--- config.mk ---
export PLATFORM = sky130hd
export DESIGN_NAME = msl_bank
export DESIGN_NICKNAME = d
export VERILOG_FILES = /design/src/hdl/msl_pkg.sv /design/src/hdl/msl_bank.sv /design/src/hdl/msl_sync3.sv /design/src/hdl/msl_sticky.sv
export VERILOG_INCLUDE_DIRS = /design/src /design/src/hdl
export SDC_FILE = /design/constraint.sdc
export NUM_CORES = 1
export LEC_CHECK = 0
export ABC_AREA = 0
export BUFFER_PORTS_ARGS = -buffer_cell sky130_fd_sc_hd__buf_2
export CAP_MARGIN = 20
export CORE_ASPECT_RATIO = 1.4
export CORE_UTILIZATION = 50
export CTS_CLUSTER_SIZE = 24
export DETAILED_ROUTE_END_ITERATION = 10
export HOLD_SLACK_MARGIN = 0.1
export PLACE_DENSITY_LB_ADDON = 0.2
export SLEW_MARGIN = 20
export SYNTH_ARGS = -nofsm -noshare
export SYNTH_HDL_FRONTEND = slang
export SYNTH_SLANG_ARGS = --single-unit
--- constraint.sdc ---
create_clock -name clk_i -period 1.7 [get_ports clk_i]
set_input_delay 0.34 -clock clk_i [delete_from_list [all_inputs] [get_ports clk_i]]
set_output_delay 0.34 -clock clk_i [all_outputs]
set_load 0.02 [all_outputs]
--- src/hdl/msl_consts.svh ---
// Register offsets, field positions, masks and reset values of the bank.
`ifndef MSL_CONSTS_SVH
`define MSL_CONSTS_SVH

// ============================================================
// Register offsets
`define MSL_ADDR_GEN_CUR 16'hb022
`define MSL_ADDR_GEN_LATCH 16'hb023
`define MSL_ADDR_FAULT_LATCH 16'hb024
`define MSL_ADDR_IRQ_STAT 16'hb0f0
`define MSL_ADDR_IRQ_MASK 16'hb0f1
`define MSL_ADDR_LANE_BASE 16'hb1d0
`define MSL_LANE_MAX 16
`define MSL_RESET_WORD 16'h0000

// ============================================================
// General status bit positions
`define MSL_GEN_HIPWR 1
`define MSL_GEN_PMDONE 2
`define MSL_GEN_SKEW 3
`define MSL_GEN_LINE_LOL 4
`define MSL_GEN_RXLOS 5
`define MSL_GEN_HOST_LOL 6
`define MSL_GEN_TXFAULT 7
`define MSL_GEN_CMU 8
`define MSL_GEN_JITTER 9
`define MSL_GEN_REFERENCE_CLOCK_INPUT 10
`define MSL_GEN_INTERLOCK 13

// ============================================================
// Module fault latch bit positions
`define MSL_FLT_CHECKSUM 1
`define MSL_FLT_POWER 5
`define MSL_FLT_INIT 6

// ============================================================
// Lane latch bit positions
`define MSL_LANE_RXCOOL 1
`define MSL_LANE_FIFO 2
`define MSL_LANE_RXLOL 3
`define MSL_LANE_RXLOS 4
`define MSL_LANE_TXLOL 6
`define MSL_LANE_TXFAULT 7
`define MSL_LANE_PDSUP 13
`define MSL_LANE_WAVE 14
`define MSL_LANE_COOLER 15

// ============================================================
// Implemented-bit masks; all other bits read zero
`define MSL_MASK_GEN_CUR 16'h000e
`define MSL_MASK_GEN_LATCH 16'h27fc
`define MSL_MASK_FAULT 16'h0062
`define MSL_MASK_LANE 16'he0de
`define MSL_MASK_IRQ 16'h0007

// ============================================================
// Interrupt status bit positions
`define MSL_IRQ_GEN 0
`define MSL_IRQ_FAULT 1
`define MSL_IRQ_LANE 2

`endif

--- src/hdl/msl_pkg.sv ---
// Types shared by the status latch bank files.
package msl_pkg;
    typedef logic [15:0] msl_word_t;
    typedef logic [15:0] msl_addr_t;
    typedef logic [3:0] msl_lane_idx_t;
endpackage

--- src/hdl/msl_bank.sv ---
// Module status and latched-fault register bank with host register port.
`include "msl_consts.svh"

module msl_bank #(
    parameter int LANE_COUNT = 16
) (
    // Clock and reset
    input wire logic clk_i,
    input wire logic rstn_i,
    // Register port
    input wire msl_pkg::msl_addr_t addr_i,
    input wire msl_pkg::msl_word_t wdata_i,
    input wire logic we_i,
    input wire logic re_i,
    output msl_pkg::msl_word_t rdata_o,
    // Module-level status pins
    input wire logic skew_misalign_i,
    input wire logic pm_interval_done_i,
    input wire logic high_power_on_flag_i,
    input wire logic host_side_lock_loss_i,
    input wire logic line_side_lock_loss_i,
    input wire logic cooling_interlock_i,
    input wire logic reference_clock_input_loss_i,
    input wire logic jitter_pll_lock_loss_i,
    input wire logic tx_clock_multiplier_lock_loss_i,
    input wire logic init_fault_i,
    input wire logic power_supply_fault_i,
    input wire logic checksum_fault_i,
    // Per-lane status pins, bit n belongs to lane n
    input wire logic [15:0] lane_cooler_fault_i,
    input wire logic [15:0] wavelength_unlock_i,
    input wire logic [15:0] photodiode_supply_fault_i,
    input wire logic [15:0] tx_signal_fault_i,
    input wire logic [15:0] tx_lane_lock_loss_i,
    input wire logic [15:0] rx_signal_loss_i,
    input wire logic [15:0] rx_lane_lock_loss_i,
    input wire logic [15:0] rx_fifo_status_i,
    input wire logic [15:0] rx_cooler_fault_i,
    // Summary status and interrupt
    output logic tx_signal_fault_o,
    output logic rx_signal_loss_o,
    output logic irq_o
);

    // ============================================================
    // Input synchronisation
    localparam int MW = 12;
    localparam int SW = MW + 9 * 16;

    logic [SW-1:0] raw_w;
    logic [SW-1:0] stb_w;
    logic [15:0] l_cool;
    logic [15:0] l_wave;
    logic [15:0] l_pds;
    logic [15:0] l_txf;
    logic [15:0] l_txl;
    logic [15:0] l_rxs;
    logic [15:0] l_rxl;
    logic [15:0] l_fifo;
    logic [15:0] l_rxc;
    logic [MW-1:0] m_w;
    logic [15:0] lane_on;

    assign raw_w = {lane_cooler_fault_i, wavelength_unlock_i,
        photodiode_supply_fault_i, tx_signal_fault_i, tx_lane_lock_loss_i,
        rx_signal_loss_i, rx_lane_lock_loss_i, rx_fifo_status_i,
        rx_cooler_fault_i, skew_misalign_i, pm_interval_done_i,
        high_power_on_flag_i, host_side_lock_loss_i, line_side_lock_loss_i,
        cooling_interlock_i, reference_clock_input_loss_i,
        jitter_pll_lock_loss_i, tx_clock_multiplier_lock_loss_i,
        init_fault_i, power_supply_fault_i, checksum_fault_i};

    msl_sync3 #(.W(SW)) u_sync (
        .clk_i(clk_i),
        .rstn_i(rstn_i),
        .async_i(raw_w),
        .stable_o(stb_w)
    );

    assign {l_cool, l_wave, l_pds, l_txf, l_txl, l_rxs, l_rxl, l_fifo,
        l_rxc, m_w} = stb_w;

    // Lanes beyond the built count are masked out of every sum and latch.
    genvar gi;
    generate
        for (gi = 0; gi < `MSL_LANE_MAX; gi++)
        begin : g_on
            assign lane_on[gi] = (gi < LANE_COUNT);
        end
    endgenerate

    // Module-level signals, named after the packing order above.
    logic s_skew, s_pm, s_hipwr, s_hlol, s_nlol, s_ilk;
    logic s_ref, s_jit, s_cmu, s_init, s_psu, s_csum;
    assign {s_skew, s_pm, s_hipwr, s_hlol, s_nlol, s_ilk, s_ref, s_jit,
        s_cmu, s_init, s_psu, s_csum} = m_w;

    // ============================================================
    // Lane summaries
    logic txf_any;
    logic rxs_any;
    logic txf_r;
    logic rxs_r;
    logic hlol_prev_r;
    logic nlol_prev_r;

    assign txf_any = |(l_txf & lane_on);
    assign rxs_any = |(l_rxs & lane_on);

    always_ff @(posedge clk_i or negedge rstn_i)
    begin
        if (!rstn_i)
        begin
            txf_r <= 1'b0;
            rxs_r <= 1'b0;
            hlol_prev_r <= 1'b0;
            nlol_prev_r <= 1'b0;
        end
        else
        begin
            txf_r <= txf_any;
            rxs_r <= rxs_any;
            hlol_prev_r <= s_hlol;
            nlol_prev_r <= s_nlol;
        end
    end

    assign tx_signal_fault_o = txf_r;
    assign rx_signal_loss_o = rxs_r;

    // ============================================================
    // Address decode
    logic hit_cur, hit_gen, hit_flt, hit_ist, hit_imk, hit_lane;
    msl_pkg::msl_lane_idx_t lane_idx;
    msl_pkg::msl_addr_t lane_off;

    assign lane_off = addr_i - `MSL_ADDR_LANE_BASE;
    assign lane_idx = lane_off[3:0];
    assign hit_cur = (addr_i == `MSL_ADDR_GEN_CUR);
    assign hit_gen = (addr_i == `MSL_ADDR_GEN_LATCH);
    assign hit_flt = (addr_i == `MSL_ADDR_FAULT_LATCH);
    assign hit_ist = (addr_i == `MSL_ADDR_IRQ_STAT);
    assign hit_imk = (addr_i == `MSL_ADDR_IRQ_MASK);
    assign hit_lane = (lane_off[15:4] == 12'h000);

    // ============================================================
    // Current general status word
    msl_pkg::msl_word_t gen_cur;
    always_comb
    begin
        gen_cur = `MSL_RESET_WORD;
        gen_cur[`MSL_GEN_SKEW] = s_skew;
        gen_cur[`MSL_GEN_HIPWR] = s_hipwr;
        gen_cur[`MSL_GEN_PMDONE] = s_pm;
    end

    // ============================================================
    // General and module fault latches
    msl_pkg::msl_word_t gen_set, flt_set, gen_q, flt_q;
    always_comb
    begin
        gen_set = `MSL_RESET_WORD;
        gen_set[`MSL_GEN_TXFAULT] = txf_any ^ txf_r;
        gen_set[`MSL_GEN_HOST_LOL] = s_hlol ^ hlol_prev_r;
        gen_set[`MSL_GEN_RXLOS] = rxs_any ^ rxs_r;
        gen_set[`MSL_GEN_LINE_LOL] = s_nlol ^ nlol_prev_r;
        gen_set[`MSL_GEN_INTERLOCK] = s_ilk;
        gen_set[`MSL_GEN_REFERENCE_CLOCK_INPUT] = s_ref;
        gen_set[`MSL_GEN_JITTER] = s_jit;
        gen_set[`MSL_GEN_CMU] = s_cmu;
        gen_set[`MSL_GEN_SKEW] = s_skew;
        gen_set[`MSL_GEN_PMDONE] = s_pm;
        flt_set = `MSL_RESET_WORD;
        flt_set[`MSL_FLT_INIT] = s_init;
        flt_set[`MSL_FLT_POWER] = s_psu;
        flt_set[`MSL_FLT_CHECKSUM] = s_csum;
    end

    // Reads clear the latch; a new set in that cycle still lands.
    msl_sticky u_gen (
        .clk_i(clk_i),
        .rstn_i(rstn_i),
        .set_i(gen_set),
        .keep_i(`MSL_MASK_GEN_LATCH),
        .clr_i(re_i & hit_gen),
        .q_o(gen_q)
    );

    msl_sticky u_flt (
        .clk_i(clk_i),
        .rstn_i(rstn_i),
        .set_i(flt_set),
        .keep_i(`MSL_MASK_FAULT),
        .clr_i(re_i & hit_flt),
        .q_o(flt_q)
    );

    // ============================================================
    // Lane latches
    msl_pkg::msl_word_t lane_q [0:15];
    logic [15:0] lane_evt;

    generate
        for (gi = 0; gi < `MSL_LANE_MAX; gi++)
        begin : g_lane
            msl_pkg::msl_word_t set_w;
            always_comb
            begin
                set_w = `MSL_RESET_WORD;
                set_w[`MSL_LANE_COOLER] = l_cool[gi];
                set_w[`MSL_LANE_WAVE] = l_wave[gi];
                set_w[`MSL_LANE_PDSUP] = l_pds[gi];
                set_w[`MSL_LANE_TXFAULT] = l_txf[gi];
                set_w[`MSL_LANE_TXLOL] = l_txl[gi];
                set_w[`MSL_LANE_RXLOS] = l_rxs[gi];
                set_w[`MSL_LANE_RXLOL] = l_rxl[gi];
                set_w[`MSL_LANE_FIFO] = l_fifo[gi];
                set_w[`MSL_LANE_RXCOOL] = l_rxc[gi];
                set_w = set_w & {16{lane_on[gi]}};
            end
            assign lane_evt[gi] = |set_w;
            msl_sticky u_lane (
                .clk_i(clk_i),
                .rstn_i(rstn_i),
                .set_i(set_w),
                .keep_i(`MSL_MASK_LANE & {16{lane_on[gi]}}),
                .clr_i(re_i & hit_lane & (lane_idx == gi)),
                .q_o(lane_q[gi])
            );
        end
    endgenerate

    // ============================================================
    // Interrupt status and mask
    msl_pkg::msl_word_t ist_r, imk_r, ist_set;
    always_comb
    begin
        ist_set = `MSL_RESET_WORD;
        ist_set[`MSL_IRQ_GEN] = |gen_set;
        ist_set[`MSL_IRQ_FAULT] = |flt_set;
        ist_set[`MSL_IRQ_LANE] = |lane_evt;
    end

    // Events keep firing while a level fault persists, so the status
    // bit re-arms right after a clearing read until the cause goes.
    always_ff @(posedge clk_i or negedge rstn_i)
    begin
        if (!rstn_i)
            ist_r <= `MSL_RESET_WORD;
        else if (re_i && hit_ist)
            ist_r <= ist_set;
        else
            ist_r <= ist_r | ist_set;
    end

    always_ff @(posedge clk_i or negedge rstn_i)
    begin
        if (!rstn_i)
            imk_r <= `MSL_RESET_WORD;
        else if (we_i && hit_imk)
            imk_r <= wdata_i & `MSL_MASK_IRQ;
    end

    assign irq_o = |(ist_r & imk_r);

    // ============================================================
    // Read data, valid only in the cycle after the read strobe
    msl_pkg::msl_word_t rdata_r;
    always_ff @(posedge clk_i or negedge rstn_i)
    begin
        if (!rstn_i)
            rdata_r <= `MSL_RESET_WORD;
        else if (!re_i)
            rdata_r <= `MSL_RESET_WORD;
        else if (hit_cur)
            rdata_r <= gen_cur;
        else if (hit_gen)
            rdata_r <= gen_q;
        else if (hit_flt)
            rdata_r <= flt_q;
        else if (hit_ist)
            rdata_r <= ist_r;
        else if (hit_imk)
            rdata_r <= imk_r;
        else if (hit_lane)
            rdata_r <= lane_q[lane_idx];
        else
            rdata_r <= `MSL_RESET_WORD;
    end

    assign rdata_o = rdata_r;
endmodule

--- src/hdl/msl_sync3.sv ---
// Three-stage input synchroniser that accepts a change once stages agree.
module msl_sync3 #(
    parameter int W = 1
) (
    // Clock and reset
    input wire logic clk_i,
    input wire logic rstn_i,
    // Data
    input wire logic [W-1:0] async_i,
    output logic [W-1:0] stable_o
);

    logic [W-1:0] s1_r;
    logic [W-1:0] s2_r;
    logic [W-1:0] s3_r;
    logic [W-1:0] out_r;

    // ============================================================
    // Synchroniser chain
    always_ff @(posedge clk_i or negedge rstn_i)
    begin
        if (!rstn_i)
        begin
            s1_r <= '0;
            s2_r <= '0;
            s3_r <= '0;
        end
        else
        begin
            s1_r <= async_i;
            s2_r <= s1_r;
            s3_r <= s2_r;
        end
    end

    // A bit moves only while the last two stages agree, so a single
    // disagreeing sample cannot toggle the output.
    always_ff @(posedge clk_i or negedge rstn_i)
    begin
        if (!rstn_i)
            out_r <= '0;
        else
            out_r <= (s2_r & s3_r) | (out_r & (s2_r | s3_r));
    end

    assign stable_o = out_r;

endmodule

--- src/hdl/msl_sticky.sv ---
// Sticky latch word: bits set by events, whole word cleared by a read.
module msl_sticky (
    // Clock and reset
    input wire logic clk_i,
    input wire logic rstn_i,
    // Control
    input wire msl_pkg::msl_word_t set_i,
    input wire msl_pkg::msl_word_t keep_i,
    input wire logic clr_i,
    // State
    output msl_pkg::msl_word_t q_o
);
`include "msl_consts.svh"

    msl_pkg::msl_word_t q_r;

    // ============================================================
    // Latch word
    // A set in the clearing cycle survives; keep_i forces unused bits low.
    always_ff @(posedge clk_i or negedge rstn_i)
    begin
        if (!rstn_i)
            q_r <= `MSL_RESET_WORD;
        else
            q_r <= (set_i | (q_r & {16{~clr_i}})) & keep_i;
    end

    assign q_o = q_r;

endmodule

; Yosys cells after proc, flatten, opt, wreduce, memory -nomap -nowiden
; Cells that the tools add are included.
; W data, S select, Z words.
[totals]
register_bits = 820
latchBits = 0
ram_bits = 0
romBits = 0
input_bits = 192
out_inout_bits = 19
word_cells = 156
mem_count = 0
[classes]
n_addsub = 1
n_mul = 0
div = 0
magnitude_cmp = 1
n_eq_ne = 20
n_shift = 0
muxes = 11
n_bitwise = 84
reduce_logical = 10
[op_table]
columns = op, count
row1 = $and A156 B156 Y156, 2
row2 = $or A156 B156 Y156, 2
row3 = $and A16 B16 Y16, 16
row4 = $or A16 B16 Y16, 16
row5 = $mux W16, 10
row6 = $reduce_or A144 Y1, 1
row7 = $eq A16 B16 Y1 const B, 5
row8 = $bmux W16 S4, 1
row9 = $reduce_or A16 Y1, 3
row10 = $eq A4 B4 Y1 const B, 8
row11 = $and A1 B1 Y1, 19
row12 = $not A1 Y1, 18
row13 = $and A16 B3 Y16, 1
row14 = $eq A4 B3 Y1 const B, 4
row15 = $or A16 B3 Y16, 1
row16 = $sub A16 B16 Y16 const B, 1
row17 = $and A14 B14 Y14, 1
row18 = $or A14 B14 Y14, 1
row19 = $logic_not A12 Y1, 1
row20 = $reduce_or A10 Y1, 1
row21 = $eq A4 B2 Y1 const B, 2
row22 = $and A7 B7 Y7, 1
row23 = $or A7 B7 Y7, 1
row24 = $ge A5 B5 Y1 const B, 1
row25 = other kinds (6), 10

; Longest topological paths before layout
[logic_depth]
word_depth = 12
mapped_depth = 7
depth_no_buf = 5

; Modules after synthesis
; From an unflattened synthesis, not the netlist that was laid out.
[unflattened]
cells_unflattened = 1984
hier_area_um2 = 32535.0
[by_module_without_submodules]
columns = mod, n_inst, cells_per_inst, area_each_um2, seq_area_each_um2
row1 = msl_sync3, 1, 780, 17371.7, 15615.0
row2 = msl_sticky, 18, 49, 633.1, 400.4
row3 = msl_bank, 1, 322, 3767.4, 650.6

; Worst setup path before layout
; OpenSTA, ideal clock, no wires.
[synth_path]
path_type = input -> register
start = input port addr_i[10]
end = register g_lane[14].u_lane.q_r[13]
setup_ns = 0.118
t_arrival_ns = 2.124
t_required_ns = 1.582
slack_ns = -0.543
stages = 5
n_path_buf = 0
cell_sequence = nand4bb_1 or4_4 nor4_4 nand4_2 a21o_1
[synth_via]
elab_chain_len = 7
[synth_lines]
columns = element, line_no
row1 = from (decl), msl_bank.sv:11  ; input wire msl_pkg::msl_addr_t addr_i,
row2 = $sub A16 B16 Y16 (no line), n/a
row3 = $logic_not A12 Y1, msl_bank.sv:144  ; assign hit_lane = (lane_off[15:4] == 12'h000);
row4 = $and A1 B1 Y1 (2 in a row), msl_bank.sv:227  ; .clr_i(re_i & hit_lane & (lane_idx == gi)),
row5 = $not A1 Y1, msl_sticky.sv:25  ; q_r <= (set_i | (q_r & {16{~clr_i}})) & keep_i;
row6 = $and A16 B16 Y16, msl_sticky.sv:25
row7 = $or A16 B16 Y16, msl_sticky.sv:25
row8 = to (signal assigned), msl_sticky.sv:23  ; q_r <= `MSL_RESET_WORD;
row9 = to (signal assigned), msl_sticky.sv:25
row10 = to (decl), msl_sticky.sv:15  ; msl_pkg::msl_word_t q_r;
; No other way between the ends.
; A chain may end at the register's enable or synchronous reset.

; Final worst setup path
[layout_path]
start = register imk_r[2]
end = output port irq_o
[layout_via]
elab_chain_len = 2
[layout_lines]
columns = element, line_no
row1 = from (decl), msl_bank.sv:235  ; msl_pkg::msl_word_t ist_r, imk_r, ist_set;
row2 = from (signal assigned), msl_bank.sv:259  ; imk_r <= `MSL_RESET_WORD;
row3 = from (signal assigned), msl_bank.sv:261  ; imk_r <= wdata_i & `MSL_MASK_IRQ;
row4 = $and A16 B3 Y16, msl_bank.sv:264  ; assign irq_o = |(ist_r & imk_r);
row5 = $reduce_or A16 Y1, msl_bank.sv:264
row6 = to (decl), msl_bank.sv:42  ; output logic irq_o
; No other way between the ends.

==> results.py <==
metrics = {
    "timing": {
        "skew_ns": 0.02045,
        "period_minus_slack_ns": 1.948,
        "rsz0062_at_grt": "yes",
        "fin_crit_sh_pct": 114.6,
        "whs_ns": 0.1833,
        "hold_viol": 0,
        "layout_setup_ws_ns": -0.2483,
        "relSlewSlack_pct": 63.25,
        "setup_viol": 10,
        "worst_pin_slew_ns": 0.5359,
        "max_freq_ghz": 0.5133,
        "final_max_slew_viol_count": 0,
    },
    "routing": {
        "initialDrtViolationCount": 677,
        "met3_length_um": 2320,
        "drt_first_pass_iters": 5,
        "drt-met1-wl_um": 22870,
        "wirelength_um": 56220,
        "drc": 0,
        "top_layer": "met4",
        "vias": 13920,
        "drt-wirelength-per-cell_um": 20.67,
        "ant_nets": 0,
        "dr_wl_met2_um": 29450,
        "via_per_inst": 5.117,
    },
    "power": {
        "powerDensity_nw_per_um2": 1210,
        "irDropWorstVdd_v": 0.001058,
        "power_w": 0.04033,
        "leakagePower_nw": 14.20,
    },
    "flow_run": {
        "maxCapViolations": 0,
    },
    "final_layout": {
        "utilization_pct": 67.68,
        "area_growth_pct": 33.00,
        "layout.nets": 2214,
        "nFillCells": 3308,
        "layout.cells.non_filler": 2720,
        "diodes": 0,
        "layout-drive-gt1-share_pct": 30.72,
    },
    "floorplan": {
        "rows": 96,
        "start_util_pct": 50.89,
        "die_width_um": 191.2,
        "dieArea_um2": 51040,
        "die_y_um": 266.9,
        "pin_count": 211,
        "core_area_um2": 49250,
    },
    "cts": {
        "cts_made_buffers": 75,
        "clk_root_buffer_cell": "clkbuf_16",
        "ctsHtreeMaxLevel": 3,
        "clockBufferDepth": 3,
        "cts_sinks": 806,
        "clock_latency_ns": 0.62,
        "cts_tree": "yes",
        "cts.clk_slew.worst_paths_ns": 0.06,
    },
    "placement": {
        "placed_cells": 2413,
        "routabilityCongestion": 0.8907,
        "portBuffers": 197,
        "dpl.hpwl_um": 37810,
    },
    "synthesis": {
        "synth_ff_type": "dfrtp_1",
        "synthCells": 1364,
        "synth_edf_count": 0,
        "syn-num-nets": 1556,
        "synth_warnings": 0,
        "synth_top_area_share_pct": 80.48,
        "yosysTopAreaCell": "dfrtp_1",
        "syn-cell-area_um2": 25060,
        "ys_seq_elements": 806,
        "ys_seq_area_share_pct": 80.48,
        "synth_cell_type_count": 52,
        "synthArstFlopShare_pct": 100.0,
        "postSynthAreaPerCell_um2": 18.37,
        "ys_top_cells_by_area": "dfrtp_1 (80%), maj3_1 (6.2%), a21o_1 (4.6%)",
    },
    "worst_setup_path": {
        "worstSetupPathType": "register to primary output",
        "critPathCaptureType": "primary output",
        "critPathTopFamily": "flip-flops",
        "start_kind": "register",
        "path_max_fanout": 2,
        "cpPeakStageDelay_ns": 0.39,
        "crit_chain": "a222oi_1 > inv_1 > buf_6",
        "arrival_ns": 1.61,
        "cp.buffers_inverters": 2,
        "cp_slowest_cell": "dfrtp_1",
        "crit_required_ns": 1.36,
    },
    "global_route": {
        "grt_pass1_wl_um": 87660,
        "overflow": 0,
        "antenna_found_initial": 0,
        "grt_pass1_vias": 15380,
        "grt_max_degree": 81,
        "gr-usage-all-layers_pct": 23.20,
    },
    "run_status": {
        "violations": "negative setup slack",
        "outcome": "complete, but fails checks",
    },
    "worst_hold_path": {
        "hold_path.class": "primary input to asynchronous set/reset pin",
    },
}
## synthesized netlist by cell type, types with 3 or more instances
master      n
nand3_1    11
nor3_1      4
nand3_2     3
buf_1       4
mux2_2      3
maj3_1    156
nor2b_1     9
clkbuf_1   10
inv_1       5
nand2_1    20
and2_1      4
dfrtp_1   806
mux4_2     38
a21oi_1     4
nand4_1    16
o21ai_0     4
a22oi_1    18
a21o_1    155
nor2_1     11
buf_2       5
nor4_1     39
## per-stage QoR
step	worst slack, ns	instance area (µm²)	TNS, ns
6_report	-0.2483	33330	-0.5723
5_1_grt	-0.3256	33330	-1.216
4_1_cts	-0.2636	33170	-0.5797
3_5_place_dp	-0.6138	28860	-85.48
3_3_place_gp	-0.5537	28860	-77.66
2_1_floorplan	-0.5343	25130	-61.56
## power by group
| part | internal [W] | switching, W |
|---|---|---|
| combinational | 0.00127 | 0.00112 |
| sequential | 0.0201 | 0.000559 |
| clock | 0.0101 | 0.00718 |
## state kept, by name, summed over array words and instances, names as in the netlist
signal / cells
rx_signal_loss_o: 1
hlol_prev_r: 1
u_sync.stable_o: 156
ist_r: 3
u_gen.q_o: 10
tx_signal_fault_o: 1
u_sync.s3_r: 156
g_lane.u_lane.q_o: 144
nlol_prev_r: 1
u_sync.s2_r: 156
imk_r: 3
u_flt.q_o: 3
u_sync.s1_r: 156
rdata_o: 15
## path summary, 6_finish.rpt
| check | start | to | slack (ns) | depth (start not counted) |
|---|---|---|---|---|
| setup / recovery | imk_r[2] | irq_o | -0.25 | 3 |
| hold / removal | rstn_i | u_sync.s2_r[111] | 0.18 | 2 |
| setup reg to reg | u_sync.stable_o[39] | ist_r[2] | -0.21 | 5 |
| hold reg to reg | u_sync.s1_r[134] | u_sync.s2_r[134] | 0.34 | 0 |
| max in group asynchronous | rstn_i | g_lane[11].u_lane.q_o[4] | 0.70 | 4 |
| min in group clk_i | we_i | imk_r[0] | 0.22 | 4 |
## per-layer routing
layer / vias up / track usage, %
li1: 6184 / -
met1: 7298 / 29.75
met2: 336 / 40.06
met3: 99 / 3.340
met4: 0 / 8.709
met5: - / 0
## cell families (layout without fill, tap and decap cells)
kind of cell / after synthesis / after routing / synth area share (%)
and+or+nand+nor: 138 / 139 / 3.385
xor gates and xnor gates: 4 / 4 / 0.1398
adders and majority gates: 156 / 156 / 6.231
AOI/OAI and AO/OA: 191 / 191 / 5.707
muxes: 43 / 43 / 3.630
buffers and inverters: 25 / 743 / 0.4144
DFF: 806 / 806 / 80.48
other: 1 / 1 / 0.01496
## placed cells by master (no fill, tap or decap), drive strengths merged, types with 2 or more instances in the layout
master,n
o21ai,4
nand4b,3
a21o,155
dfrtp,806
mux2i,2
nor2,11
nand4,17
a22oi,18
a21oi,4
clkbuf,106
and2,4
nor3,5
or4,2
nand3b,3
buf,437
dlygate4sd3,161
xnor2,2
nor2b,9
nor4,40
nand2,22
and3,2
xor2,2
bufinv,5
nand3,14
clkinv,17
a2111o,2
mux2,3
inv,11
or3,2
clkinvlp,6
maj3,156
mux4,38
## area by class of cell
type	count	area (µm²)	share of cell area, %
clock buffer	104	2238	6.716
tap	637	797.0	2.391
multi-input combinational	534	4966	14.90
sequential	806	20170	60.51
inverter	5	18.77	0.05631
timing repair buffer	600	4772	14.32
clock inverter	34	369.1	1.107
## timing repair
item                       4_1_cts  5_1_grt
cloned                           0        3
hold buffers                   161        0
pin swaps                        5       15
setup buffers                    4        3
gates resized for setup         14       10
hold endpoints to repair       634        0
setup endpoints to repair        4       28
(Power assumes the default switching activity.)
